File: config.mk
export PLATFORM = sky130hd
export DESIGN_NAME = e1_yellow_alarm_irq
export DESIGN_NICKNAME = d
export VERILOG_FILES = /design/src/yel_irq_pkg.sv /design/src/alarm_if.sv /design/src/e1_yellow_alarm_irq.sv /design/src/consec_filter.sv /design/src/alarm_detect.sv
export SDC_FILE = /design/constraint.sdc
export NUM_CORES = 1
export LEC_CHECK = 0
export ABC_AREA = 1
export BUFFER_PORTS_ARGS = -buffer_cell sky130_fd_sc_hd__buf_2
export CAP_MARGIN = 10
export CORE_ASPECT_RATIO = 0.8
export CORE_MARGIN = 3
export CORE_UTILIZATION = 35
export DETAILED_ROUTE_END_ITERATION = 8
export PLACE_DENSITY = 0.79
export SYNTH_ARGS = -nofsm -noshare
export SYNTH_HDL_FRONTEND = slang
export SYNTH_SLANG_ARGS = --single-unit
File: constraint.sdc
create_clock -name clk_i -period 2.8 [get_ports clk_i]
set_clock_uncertainty 0.2 [all_clocks]
set_input_delay 0 -clock clk_i [delete_from_list [all_inputs] [get_ports clk_i]]
set_output_delay 0 -clock clk_i [all_outputs]
set_load 0.1 [all_outputs]
File: src/yel_irq_pkg.sv
// Constants shared by the receive yellow alarm interrupt block
package yel_irq_pkg;
    localparam int DATA_W = 8;
    localparam int WB_ADR_W = 8;
    localparam int WB_DAT_W = 32;
    localparam int WB_SEL_W = 4;

    // Register indices; the byte address is four times the index
    localparam logic [WB_ADR_W-1:0] STATUS_IDX = 8'h02;
    localparam logic [WB_ADR_W-1:0] ENABLE_IDX = 8'h03;
    localparam logic [WB_ADR_W-1:0] STATUS_ADDR = {STATUS_IDX[5:0], 2'b00};
    localparam logic [WB_ADR_W-1:0] ENABLE_ADDR = {ENABLE_IDX[5:0], 2'b00};

    // Field positions
    localparam int YEL_CHG_BIT = 0;
    localparam int CAS_CHG_BIT = 5;
    localparam int YEL_EN_BIT = 0;
    localparam int CAS_EN_BIT = 5;
    localparam int YEL_STATE_BIT = 7;

    // Implemented bits and values after reset
    localparam logic [DATA_W-1:0] STATUS_MASK = 8'h21;
    localparam logic [DATA_W-1:0] ENABLE_RW_MASK = 8'h21;
    localparam logic [DATA_W-1:0] STATUS_RESET = 8'h00;
    localparam logic [DATA_W-1:0] ENABLE_RESET = 8'h00;
    localparam logic [WB_DAT_W-1:0] RDATA_RESET = 32'h0000_0000;

    // Consecutive samples needed to change each alarm state
    localparam int YEL_CONSEC = 2;
    localparam int CAS_CONSEC = 1;

    // Nominal yellow declare/clear time in clock cycles
    localparam int CLK_PERIOD_NS = 100;
    localparam int YEL_DELAY_US = 375;
    localparam int YEL_DELAY_CYCLES = (YEL_DELAY_US * 1000) / CLK_PERIOD_NS;
endpackage // yel_irq_pkg

File: src/alarm_if.sv
// Alarm states and change pulses from the detector to the register block
`timescale 1ns/1ps
interface alarm_if;
    logic yellow_active;
    logic yellow_change;
    logic cas_active;
    logic cas_change;

    modport det (
        output yellow_active,
        output yellow_change,
        output cas_active,
        output cas_change
    );
    modport ctl (
        input yellow_active,
        input yellow_change,
        input cas_active,
        input cas_change
    );
endinterface // alarm_if

File: src/e1_yellow_alarm_irq.sv
// Receive E1 yellow alarm detection with change flags, enables and interrupt
`timescale 1ns/1ps
module e1_yellow_alarm_irq (
    input wire logic clk_i,
    input wire logic rst_i,
    input wire logic cyc_i,
    input wire logic stb_i,
    input wire logic we_i,
    input wire logic [yel_irq_pkg::WB_ADR_W-1:0] adr_i,
    input wire logic [yel_irq_pkg::WB_SEL_W-1:0] sel_i,
    input wire logic [yel_irq_pkg::WB_DAT_W-1:0] dat_i,
    output logic [yel_irq_pkg::WB_DAT_W-1:0] dat_o,
    output logic ack_o,
    input wire logic nonfas_valid_i,
    input wire logic a_bit_i,
    input wire logic mf0_valid_i,
    input wire logic y_bit_i,
    output logic irq_o
);
    import yel_irq_pkg::*;

    alarm_if alarms ();

    alarm_detect u_detect (
        .clk_i(clk_i),
        .rst_i(rst_i),
        .nonfas_valid_i(nonfas_valid_i),
        .a_bit_i(a_bit_i),
        .mf0_valid_i(mf0_valid_i),
        .y_bit_i(y_bit_i),
        .bus(alarms.det)
    );

    logic next_ack;
    logic [WB_DAT_W-1:0] next_dat;
    logic [DATA_W-1:0] status, next_status;
    logic [DATA_W-1:0] enable, next_enable;
    logic [DATA_W-1:0] enable_view;
    logic next_irq;
    logic req, start, commit, hit_status, hit_enable;
    logic enable_wr;

    // Request decode; a request is answered one cycle after it appears
    assign req = cyc_i & stb_i;
    assign start = req & ~ack_o;
    assign commit = req & ack_o;
    assign hit_status = (adr_i == STATUS_ADDR);
    assign hit_enable = (adr_i == ENABLE_ADDR);
    assign enable_wr = commit & hit_enable & we_i & sel_i[0];

    always_comb begin
        enable_view = enable & ENABLE_RW_MASK;
        enable_view[YEL_STATE_BIT] = alarms.yellow_active;
    end

    // Bus answer: ack for one cycle, read data captured with it
    always_comb begin
        next_ack = start;
        next_dat = dat_o;
        if (start) begin
            next_dat = '0;
            if (hit_status) begin
                next_dat[DATA_W-1:0] = status & STATUS_MASK;
            end else if (hit_enable) begin
                next_dat[DATA_W-1:0] = enable_view;
            end
        end
    end

    // Status flags. Only the bits shown to the reader are cleared, so an
    // event that lands between the snapshot and the commit edge survives.
    always_comb begin
        next_status = status;
        if (commit && hit_status && !we_i) begin
            next_status = status & ~dat_o[DATA_W-1:0];
        end
        if (alarms.yellow_change) begin
            next_status[YEL_CHG_BIT] = 1'b1;
        end
        if (alarms.cas_change) begin
            next_status[CAS_CHG_BIT] = 1'b1;
        end
    end

    // Enables; unimplemented bits stay zero
    always_comb begin
        next_enable = enable;
        if (enable_wr) begin
            next_enable = dat_i[DATA_W-1:0] & ENABLE_RW_MASK;
        end
    end

    // Interrupt from the next values so it tracks flags without extra lag
    always_comb begin
        next_irq = |(next_status & next_enable & STATUS_MASK);
    end

    always_ff @(posedge clk_i) begin
        if (rst_i) begin
            ack_o <= 1'b0;
            dat_o <= RDATA_RESET;
            status <= STATUS_RESET;
            enable <= ENABLE_RESET;
            irq_o <= 1'b0;
        end else begin
            ack_o <= next_ack;
            dat_o <= next_dat;
            status <= next_status;
            enable <= next_enable;
            irq_o <= next_irq;
        end
    end

    // A sample history kept for the checks only; the filter has its own count
    logic [1:0] a_hist, next_a_hist;

    always_comb begin
        next_a_hist = a_hist;
        if (nonfas_valid_i) begin
            next_a_hist = {a_hist[0], a_bit_i};
        end
    end

    always_ff @(posedge clk_i) begin
        if (rst_i) begin
            a_hist <= 2'b00;
        end else begin
            a_hist <= next_a_hist;
        end
    end
endmodule // e1_yellow_alarm_irq

File: src/consec_filter.sv
// Alarm state that flips after N consecutive contrary samples
`timescale 1ns/1ps
module consec_filter #(
    parameter int N = 2
) (
    input wire logic clk_i,
    input wire logic rst_i,
    input wire logic sample_i,
    input wire logic bit_i,
    output logic state_o,
    output logic change_o
);
    localparam int CNT_W = $clog2(N + 1);
    localparam logic [CNT_W-1:0] LAST = CNT_W'(N - 1);

    // Refuse a filter that could never change state
    if (N < 1) begin : g_bad_n
        $error("consec_filter needs N of at least 1");
    end

    logic [CNT_W-1:0] cnt, next_cnt;
    logic next_state, next_change;

    always_comb begin
        next_cnt = cnt;
        next_state = state_o;
        next_change = 1'b0;
        if (sample_i) begin
            if (bit_i == state_o) begin
                next_cnt = '0;
            end else if (cnt == LAST) begin
                next_state = ~state_o;
                next_change = 1'b1;
                next_cnt = '0;
            end else begin
                next_cnt = cnt + CNT_W'(1);
            end
        end
    end

    always_ff @(posedge clk_i) begin
        if (rst_i) begin
            cnt <= '0;
            state_o <= 1'b0;
            change_o <= 1'b0;
        end else begin
            cnt <= next_cnt;
            state_o <= next_state;
            change_o <= next_change;
        end
    end
endmodule // consec_filter

File: src/alarm_detect.sv
// Yellow and CAS multiframe yellow detectors feeding the alarm interface
`timescale 1ns/1ps
module alarm_detect (
    input wire logic clk_i,
    input wire logic rst_i,
    input wire logic nonfas_valid_i,
    input wire logic a_bit_i,
    input wire logic mf0_valid_i,
    input wire logic y_bit_i,
    alarm_if.det bus
);
    import yel_irq_pkg::*;

    // Remote alarm from the A bit of non-FAS frames
    consec_filter #(.N(YEL_CONSEC)) u_yellow (
        .clk_i(clk_i),
        .rst_i(rst_i),
        .sample_i(nonfas_valid_i),
        .bit_i(a_bit_i),
        .state_o(bus.yellow_active),
        .change_o(bus.yellow_change)
    );

    // Multiframe yellow follows every y bit of TS16 in frame 0
    consec_filter #(.N(CAS_CONSEC)) u_cas (
        .clk_i(clk_i),
        .rst_i(rst_i),
        .sample_i(mf0_valid_i),
        .bit_i(y_bit_i),
        .state_o(bus.cas_active),
        .change_o(bus.cas_change)
    );
endmodule // alarm_detect

==> results of run 1 <==
## worst reg2reg max path, stage by stage, from the launching register on
cell           delay (ns)
dfxtp_1              0.34
nand2_1              0.06
nand2_1              0.04
dlygate4sd3_1        0.54
a21oi_1              0.16
dlygate4sd3_1        0.59
nand3_1              0.11
o21ai_0              0.16
a21oi_1              0.05
## registers in the layout (all words and copies together) (netlist names)
| name | count |
|---|---|
| dat_o | 3 |
| enable | 2 |
| status | 2 |
| u_detect.u_yellow.cnt | 2 |
| ack_o | 1 |
| irq_o | 1 |
| u_detect.u_cas.change_o | 1 |
| u_detect.u_cas.state_o | 1 |
| u_detect.u_yellow.change_o | 1 |
| u_detect.u_yellow.state_o | 1 |
## cells in the final DEF (no fill, tap or decap)
cell           instances
clkbuf_4               3
inv_1                 13
o211ai_1               2
buf_2                 24
a21oi_1                6
nand2_1               23
dlygate4sd3_1         19
a211oi_1               1
nand3_1                8
nor2_2                 4
nor2_1                12
clkinv_2               1
nand2_2                2
nor2_4                 1
nor3_1                 1
conb_1                29
o21ai_0                5
dfxtp_1               15
## metrics by stage
stage / instance area [sq um] / setup WS, ns / total power [W] / util, % / hold slack (ns)
final: 1130 / 0.422 / 0.000599 / 50.2 / 0.0412
after global placement: 912 / 1.49 / 0.000462 / 40.5 / 0.0134
after floorplan: 978 / 0.845 / 0.000472 / - / -0.131
after CTS: 1130 / 0.437 / 0.000603 / 50.2 / 0.0118
after detailed placement: 912 / 1.48 / 0.000463 / 40.5 / 0.0142
after global routing: 1130 / 0.273 / 0.000624 / 50.2 / 0.0452
## per-layer routing
layer | GRT usage [%] | part of all wire [%] | wire length (microns) | vias to the layer above
met5 | 0 | 0 | 0 | -
met4 | 2.12 | 0 | 0 | 0
met3 | 5.40 | 10 | 174 | 0
met2 | 17.9 | 50 | 842 | 42
met1 | 11.4 | 40 | 677 | 339
li1 | - | - | - | 416
## area by class of cell
| class | count | area (sq um) |
|---|---|---|
| Clock buffer | 3 | 22.5 |
| Fill cell | 230 | 1120 |
| Clock inverter | 1 | 5.00 |
| Tap cell | 25 | 31.3 |
| Timing Repair Buffer | 43 | 310 |
| Inverter | 13 | 48.8 |
| Multi-Input combinational cell | 94 | 412 |
| Sequential cell | 15 | 300 |
## power breakdown
group | internal [W] | total [W] | switching (W) | leakage [nW]
combinational | 0.0000344 | 0.000251 | 0.000217 | 0.449
sequential | 0.000221 | 0.000225 | 0.00000440 | 0.122
clock | 0.0000531 | 0.000122 | 0.0000690 | 0.0177
total | 0.000308 | 0.000599 | 0.000290 | 0.589
## cells by family after synthesis
family                 count (synthesis)  share of synthesized area (%)
AO/OA/AOI/OAI                         14                           8.88
flip-flops                            15                           34.4
other                                  1                          0.429
AND/OR/NAND/NOR                       51                           25.8
buffers and inverters                 42                           30.5
## final timing paths
| check | start | endpoint | slack, ns | depth (start not counted) |
|---|---|---|---|---|
| setup / recovery | a_bit_i | u_detect.u_yellow.state_o | 0.42 | 10 |
| hold reg to reg | u_detect.u_yellow.cnt[1] | u_detect.u_yellow.cnt[1] | 0.25 | 2 |
| hold / removal | adr_i[5] | dat_o[5] | 0.04 | 8 |
| setup reg to reg | u_detect.u_yellow.state_o | u_detect.u_yellow.state_o | 0.45 | 8 |
## timing repair
item	CTS	global route
hold buffers	19	0
setup buffers	0	0
endpoints found under the hold margin	13	0
==> results_dict.tcl, run 1 <==
set metrics [dict create \
    core_area_sq_um 2250 \
    postRouteAntennaNets 0 \
    crit_path_top_delay_cell "dlygate4sd3_1" \
    outcome "finished clean" \
    drc 0 \
    viasPerCell 4.11 \
    path_common_cell "dlygate4sd3_1" \
    leakagePower_nw 0.589 \
    cts_root_buf "clkbuf_4" \
    cp_max_fo 3 \
    wl_microns 1690 \
    critPathRequiredTime_ns 2.78 \
    clockBufferDepth 2 \
    min_path_type "input port to flop" \
    yosysTopAreaCellShare_pct 34.4 \
    crit_buf_inv 4 \
    cts_resized 0 \
    num-nets-final 223 \
    critPathKind "input port to flop" \
    async_flop_share_pct 0 \
    place_congestion 0.835 \
    maxCapViolations 0 \
    port_buffers 24 \
    min_period_ns 2.38 \
    antenna_found_initial 0 \
    grt_pass1_vias 638 \
    die_x_microns 61.9 \
    cts_num_sinks 15 \
    start_util_pct 38.8 \
    worst_setup_path_start_kind "input port" \
    diodes 0 \
    slew_violations 0 \
    setup.worst_path.end_class "flop" \
    synth_edf_count 0 \
    fmax_ghz 0.421 \
    io_pins 87 \
    drt_iter0_drc 16 \
    yosys-top-cells-count "buf_4, nand2_1, dfxtp_1" \
    syn_area_per_cell_sq_um 7.10 \
    hold_violations 0 \
    yosysMostFrequentCell "buf_4" \
    rows 15 \
    grt_overflow 0 \
    path_clk_slew_ns 0.09 \
    grt_pass1_wl_microns 2460 \
    seq_area_frac_synth_pct 34.4 \
    grt_max_degree 10 \
    drt-pass1-iter-count 4 \
    yosysUniqueCellTypes 15 \
    instances_no_fill 194 \
    syn2layout_area_growth_pct 29.4 \
    arrival_ns 2.36 \
    ys_ff_latch 15 \
    dp_hpwl_microns 1230 \
    dpl.cell_count 171 \
    finalSetupTns_ns 0 \
    ctsHtreeMaxLevel 1 \
    wire_per_inst_microns 8.73 \
    dr_total_vias 797 \
    rsz0062_at_grt "false" \
    yosysWarningCount 0 \
    yosysTopAreaCell "dfxtp_1" \
    die_area_sq_um 3130 \
    powerDensity_nw_per_um2 530 \
    setup_viol 0 \
    cts_tree "built" \
    postSynthCellCount 123 \
    drive_above_1_share_pct 20.7 \
    path_delay_family "buffers and inverters" \
    final.period_utilization_pct 84.9 \
    critPathMaxStageDelay_ns 0.59 \
    clkLatencyLatePin_ns 0.28 \
    netlist_top_cells_area "dfxtp_1, buf_4, nand2_1" \
    worstPathCellList "dlygate4sd3_1 -> buf_2 -> nand2_1 -> nand2_1 -> dlygate4sd3_1 -> a21oi_1 -> dlygate4sd3_1 -> nand3_1 -> o21ai_0 -> a21oi_1" \
    synthFlopType "dfxtp_1" \
    numCtsBuffers 3 \
    synth_area_sq_um 873 \
    ir_drop_mv 0.213 \
    die_h_microns 50.7 \
    grtUsageTotal_pct 10.5 \
]
(Power assumes the default switching activity.)
==> run 2, diff against run 1 <==
--- a/config.mk
+++ b/config.mk
@@ -5,7 +5,7 @@
 export SDC_FILE = /design/constraint.sdc
 export NUM_CORES = 1
 export LEC_CHECK = 0
-export ABC_AREA = 1
+export ABC_AREA = 0
 export BUFFER_PORTS_ARGS = -buffer_cell sky130_fd_sc_hd__buf_2
 export CAP_MARGIN = 10
 export CORE_ASPECT_RATIO = 0.8
==> constraint.sdc (replaced) <==
create_clock -name clk_i -period 2.2 [get_ports clk_i]
set_clock_uncertainty 0.2 [all_clocks]
set_input_delay 0 -clock clk_i [delete_from_list [all_inputs] [get_ports clk_i]]
set_output_delay 0 -clock clk_i [all_outputs]
set_load 0.1 [all_outputs]
==> results_dict.tcl, run 2 <==
set metrics [dict create \
    yosysTopAreaCellShare_pct 35.2 \
    hold_violations 0 \
    synth_compound_area_share_pct 6.89 \
    die_h_microns 50.2 \
    async_flop_share_pct 0 \
    rsz0062_at_grt "false" \
    crit_buf_inv 1 \
    crit_end "enable[5]" \
    yosys-top-cells-count "buf_4, dfxtp_1, nor2_1" \
    port_buffers 24 \
    yosysWarningCount 0 \
    syn_area_per_cell_sq_um 9.08 \
    io_pins 87 \
    antenna_found_initial 0 \
    numCtsBuffers 3 \
    critPathLaunch "ack_o" \
    outcome "finished clean" \
    rrSetupSlack_ns 0.13 \
    diodes 0 \
    cts_num_sinks 15 \
    min_path_type "input port to flop" \
    dpl.cell_count 141 \
    r2r-start "ack_o" \
    synth_edf_count 0 \
    critPathRequiredTime_ns 2.18 \
    worstPathCellList "nand3_1 -> nor4_4 -> mux2i_1 -> nor2_1 -> dlygate4sd3_1" \
    layout_commonest_cell "conb_1" \
    synth_area_sq_um 853 \
    fmax_ghz 0.484 \
    clkLatencyLatePin_ns 0.30 \
    fill_cells 209 \
    top_register "dat_o" \
    yosysMostFrequentCell "buf_4" \
    grt_max_degree 15 \
    ys_ff_latch 15 \
    critPathMaxStageDelay_ns 0.56 \
    ctsHtreeMaxLevel 1 \
    gr-usage-met1_pct 12.9 \
    dr_total_vias 737 \
    path_delay_family "buffers and inverters" \
    synthXorXnorAreaFrac_pct 2.05 \
    most-common-layout-cells "conb_1, buf_2, dlygate4sd3_1, dfxtp_1, nor2_1" \
    maxCapViolations 0 \
    die_x_microns 61.2 \
    finalSetupTns_ns 0 \
    core_area_sq_um 2230 \
    path_depth 5 \
    final.period_utilization_pct 94.0 \
    drt_iter0_drc 19 \
    cts_root_buf "clkbuf_4" \
    leakagePower_nw 0.565 \
    grtUsageTotal_pct 13.6 \
    cts_tree "built" \
    cp_max_fo 3 \
    slew_violations 0 \
    grt.met3_usage_pct 7.20 \
    clockBufferDepth 2 \
    die_area_sq_um 3070 \
    setup_viol 0 \
    seq_area_frac_synth_pct 35.2 \
    arrival_ns 2.05 \
    syn2layout_area_growth_pct 31.7 \
    synthFlopType "dfxtp_1" \
    grt_pass1_vias 720 \
    start_util_pct 38.2 \
    drive_above_1_share_pct 25.0 \
    gr-usage-met2_pct 23.8 \
    rr_worst_depth 5 \
    holdWs_ns 0.0431 \
    setup.worst_path.end_class "flop" \
    ir_drop_mv 0.325 \
    synth_top_family_by_area "buffers and inverters" \
    grt_pass1_wl_microns 3050 \
    critPathKind "flop to flop" \
    place_congestion 0.805 \
    num-nets-final 194 \
    path_clk_slew_ns 0.10 \
    wire_per_inst_microns 11.4 \
    postSynthCellCount 94 \
    rows 15 \
    drt-pass1-iter-count 4 \
    muxShareOfSynthArea_pct 7.33 \
    yosysUniqueCellTypes 25 \
    synth_fa_ha_area_share_pct 0 \
    viasPerCell 4.47 \
    yosysTopAreaCell "dfxtp_1" \
    crit_path_top_delay_cell "dlygate4sd3_1" \
    synth-simple-area-share_pct 20.8 \
    drc 0 \
    dp_hpwl_microns 1290 \
    largest_register_ffs 3 \
    busiest_layer "met2" \
    wl_microns 1890 \
    powerDensity_nw_per_um2 656 \
    worst_setup_path_start_kind "flop" \
    postRouteAntennaNets 0 \
    min_period_ns 2.07 \
    netlist_top_cells_area "dfxtp_1, buf_4, mux2i_1" \
    rr_endpoint "enable[5]" \
    grt_overflow 0 \
    instances_no_fill 165 \
]
## run 2: metrics by stage
stage          worst slack [ns]  cell area (sq um)  util, %  power [W]
6_report                  0.133               1120     50.3   0.000737
3_5_place_dp              0.443                890     39.8   0.000556
4_1_cts                  0.0579               1120     50.0   0.000731
3_3_place_gp              0.471                890     39.8   0.000552
2_1_floorplan             0.346                960        -   0.000570
5_1_grt                  0.0392               1120     50.3   0.000771
## run 2: area by class of cell
class | instances | area [sq um] | area share (%)
clock buffer | 3 | 22.5 | 2.00
inverter | 3 | 11.3 | 1.00
timing repair buffer | 44 | 325 | 29.0
multi-input combinational | 74 | 425 | 37.9
tap | 25 | 31.3 | 2.78
sequential | 15 | 303 | 26.9
clock inverter | 1 | 5.00 | 0.445
## run 2: cell families after synthesis
kind of cell           after synthesis
AO/OA/AOI/OAI                        8
flip-flops                          15
AND/OR/NAND/NOR                     29
buffers and inverters               33
other                                1
multiplexers                         6
XOR/XNOR                             2
## run 2: where the power goes
part,switching (W),internal [W]
Combinational,0.000248,0.0000428
Clock,0.0000956,0.0000678
Sequential,0.00000414,0.000278
## run 2: layer usage
metal	vias up	share of wire, %	routed length, microns
met2	42	57	1070
met3	5	9.0	170
li1	348	-	-
met5	-	0	0
met1	342	33	626
met4	0	1.2	22
## run 2: worst min path at each step
stage,start,cells after the start,to
2_1_floorplan,rst_i,1,u_detect.u_cas.change_o
3_3_place_gp,y_bit_i,3,u_detect.u_cas.state_o
3_5_place_dp,a_bit_i,3,u_detect.u_yellow.state_o
4_1_cts,sel_i[0],5,irq_o
5_1_grt,sel_i[0],5,irq_o
6_report,adr_i[6],5,irq_o
## run 2: what timing repair did
| action | in CTS | in global routing |
|---|---|---|
| endpoints found under the hold margin | 14 | 0 |
| endpoints found under the setup margin | 0 | 2 |
| hold buffers | 20 | 0 |
| resized for setup | 0 | 3 |
| buffers inserted | 0 | 0 |
## run 2: worst reg2reg max path, delay by kind of cell (launching register included)
kind / cells / cell delay, ns
flops: 1 / 0.34
mux: 1 / 0.30
simple gates: 3 / 0.55
buf+inv: 1 / 0.56
==> run 3, diff against run 2 <==
--- a/config.mk
+++ b/config.mk
@@ -5,7 +5,7 @@
 export SDC_FILE = /design/constraint.sdc
 export NUM_CORES = 1
 export LEC_CHECK = 0
-export ABC_AREA = 0
+export ABC_AREA = 1
 export BUFFER_PORTS_ARGS = -buffer_cell sky130_fd_sc_hd__buf_2
 export CAP_MARGIN = 10
 export CORE_ASPECT_RATIO = 0.8
==> results_dict.tcl, run 3 (synthesis gave the netlist of run 1 again) <==
set metrics [dict create \
    grtUsageTotal_pct 10.2 \
    hold_violations 0 \
    start_util_pct 38.8 \
    grt_pass1_vias 625 \
    maxCapViolations 0 \
    dr_total_vias 789 \
    multiInputGateArea_sq_um 412 \
    finalSetupTns_ns 0 \
    crit_end "status[5]" \
    grt_overflow 0 \
    critPathLaunch "adr_i[4]" \
    r2r-start "ack_o" \
    final.period_utilization_pct 87.1 \
    ctsHtreeMaxLevel 1 \
    port_buffers 24 \
    die_x_microns 61.9 \
    clockBufferDepth 2 \
    cts_num_sinks 15 \
    ir_drop_mv 0.271 \
    antenna_found_initial 0 \
    critPathRequiredTime_ns 2.18 \
    drive_above_1_share_pct 20.8 \
    critPathKind "input port to flop" \
    layout_commonest_cell "conb_1" \
    drc 0 \
    wire_per_inst_microns 8.68 \
    fmax_ghz 0.522 \
    leakagePower_nw 0.581 \
    worst_slack_ns 0.284 \
    fill_cells 229 \
    powerDensity_nw_per_um2 680 \
    regArea_sq_um 300 \
    io_pins 87 \
    diodes 0 \
    outcome "finished clean" \
    setup.worst_path.end_class "flop" \
    cts_tree "built" \
    postRouteAntennaNets 0 \
    wl_microns 1680 \
    drt-pass1-iter-count 4 \
    holdWs_ns 0.0239 \
    dp_hpwl_microns 1230 \
    dpl_worst_slack_ns 0.883 \
    core_area_sq_um 2250 \
    rr_worst_depth 8 \
    path_clk_slew_ns 0.09 \
    most-common-layout-cells "conb_1, buf_2, nand2_1, dlygate4sd3_1, dfxtp_1" \
    grt_max_degree 10 \
    drt_iter0_drc 15 \
    die_area_sq_um 3130 \
    clkLatencyLatePin_ns 0.28 \
    rows 15 \
    min_period_ns 1.92 \
    numCtsBuffers 3 \
    rsz0062_at_grt "false" \
    num-nets-final 222 \
    arrival_ns 1.89 \
    slew_violations 0 \
    fin_util_pct 49.7 \
    min_path_type "input port to flop" \
    cts_setup_buffers 0 \
    worst_setup_path_start_kind "input port" \
    die_h_microns 50.7 \
    viasPerCell 4.09 \
    largest_register_ffs 3 \
    setup_viol 0 \
    top_register "dat_o" \
    cp_max_fo 4 \
    grt_pass1_wl_microns 2370 \
    rrSetupSlack_ns 0.35 \
    rr_endpoint "irq_o" \
    place_congestion 0.835 \
    syn2layout_area_growth_pct 28.2 \
    cts_root_buf "clkbuf_4" \
]
[run 3: cell count changes in the layout (fill, tap and decap cells not counted), sizes merged, moves of 3 or more]
cell   change
nand2     +21
inv       +10
nor2       +7
nand3      +6
mux2i      -4
o21ai      +4
a21oi      +3
[run 3: what timing repair did]
item                                   4_1_cts  5_1_grt
endpoints found under the hold margin       13        0
hold buffers                                18        0
gates resized for setup                      0        0
[run 3: per-stage QoR]
| step | std cells | power, W | area (sq um) |
|---|---|---|---|
| global route | 193 | 0.000793 | 1120 |
| detailed placement | 171 | 0.000590 | 912 |
| CTS | 193 | 0.000767 | 1120 |
| floorplan | 151 | 0.000600 | 978 |
| global placement | 171 | 0.000588 | 912 |
| finish | 193 | 0.000762 | 1120 |
[run 3: metal layers]
metal	vias to the layer above	track usage, %	share of wire, %
met5	-	0	0
met4	0	3.18	0.84
met3	2	5.40	9.4
met2	39	17.1	48
met1	334	10.9	41
li1	414	-	-
[run 3: worst min-delay path by stage]
stage,startpoint,depth (start not counted),end
detailed placement,y_bit_i,2,u_detect.u_cas.change_o
floorplan,rst_i,1,enable[5]
CTS,adr_i[5],8,enable[0]
global placement,y_bit_i,2,u_detect.u_cas.change_o
global route,adr_i[5],8,enable[0]
finish,adr_i[5],8,enable[0]
[run 3: report_power, final]
part / total, W / switching (W) / internal [W] / leakage (nW)
combinational: 0.000320 / 0.000276 / 0.0000435 / 0.441
clock: 0.000156 / 0.0000881 / 0.0000675 / 0.0177
sequential: 0.000286 / 0.00000562 / 0.000281 / 0.122
[run 3: area by class of cell]
cell class / instances / area share, %
Clock inverter: 1 / 0.447
Multi-Input combinational cell: 94 / 36.8
Clock buffer: 3 / 2.01
Inverter: 13 / 4.36
Timing Repair Buffer: 42 / 26.8
Tap cell: 25 / 2.79
Sequential cell: 15 / 26.8
[run 3: critical path, stage by stage]
cell           delay [ns]
dlygate4sd3_1        0.54
buf_2                0.13
nor2_2               0.08
nand2_2              0.08
nor2_1               0.25
nand3_1              0.10
nand2_1              0.10
a21oi_1              0.06
dlygate4sd3_1        0.55
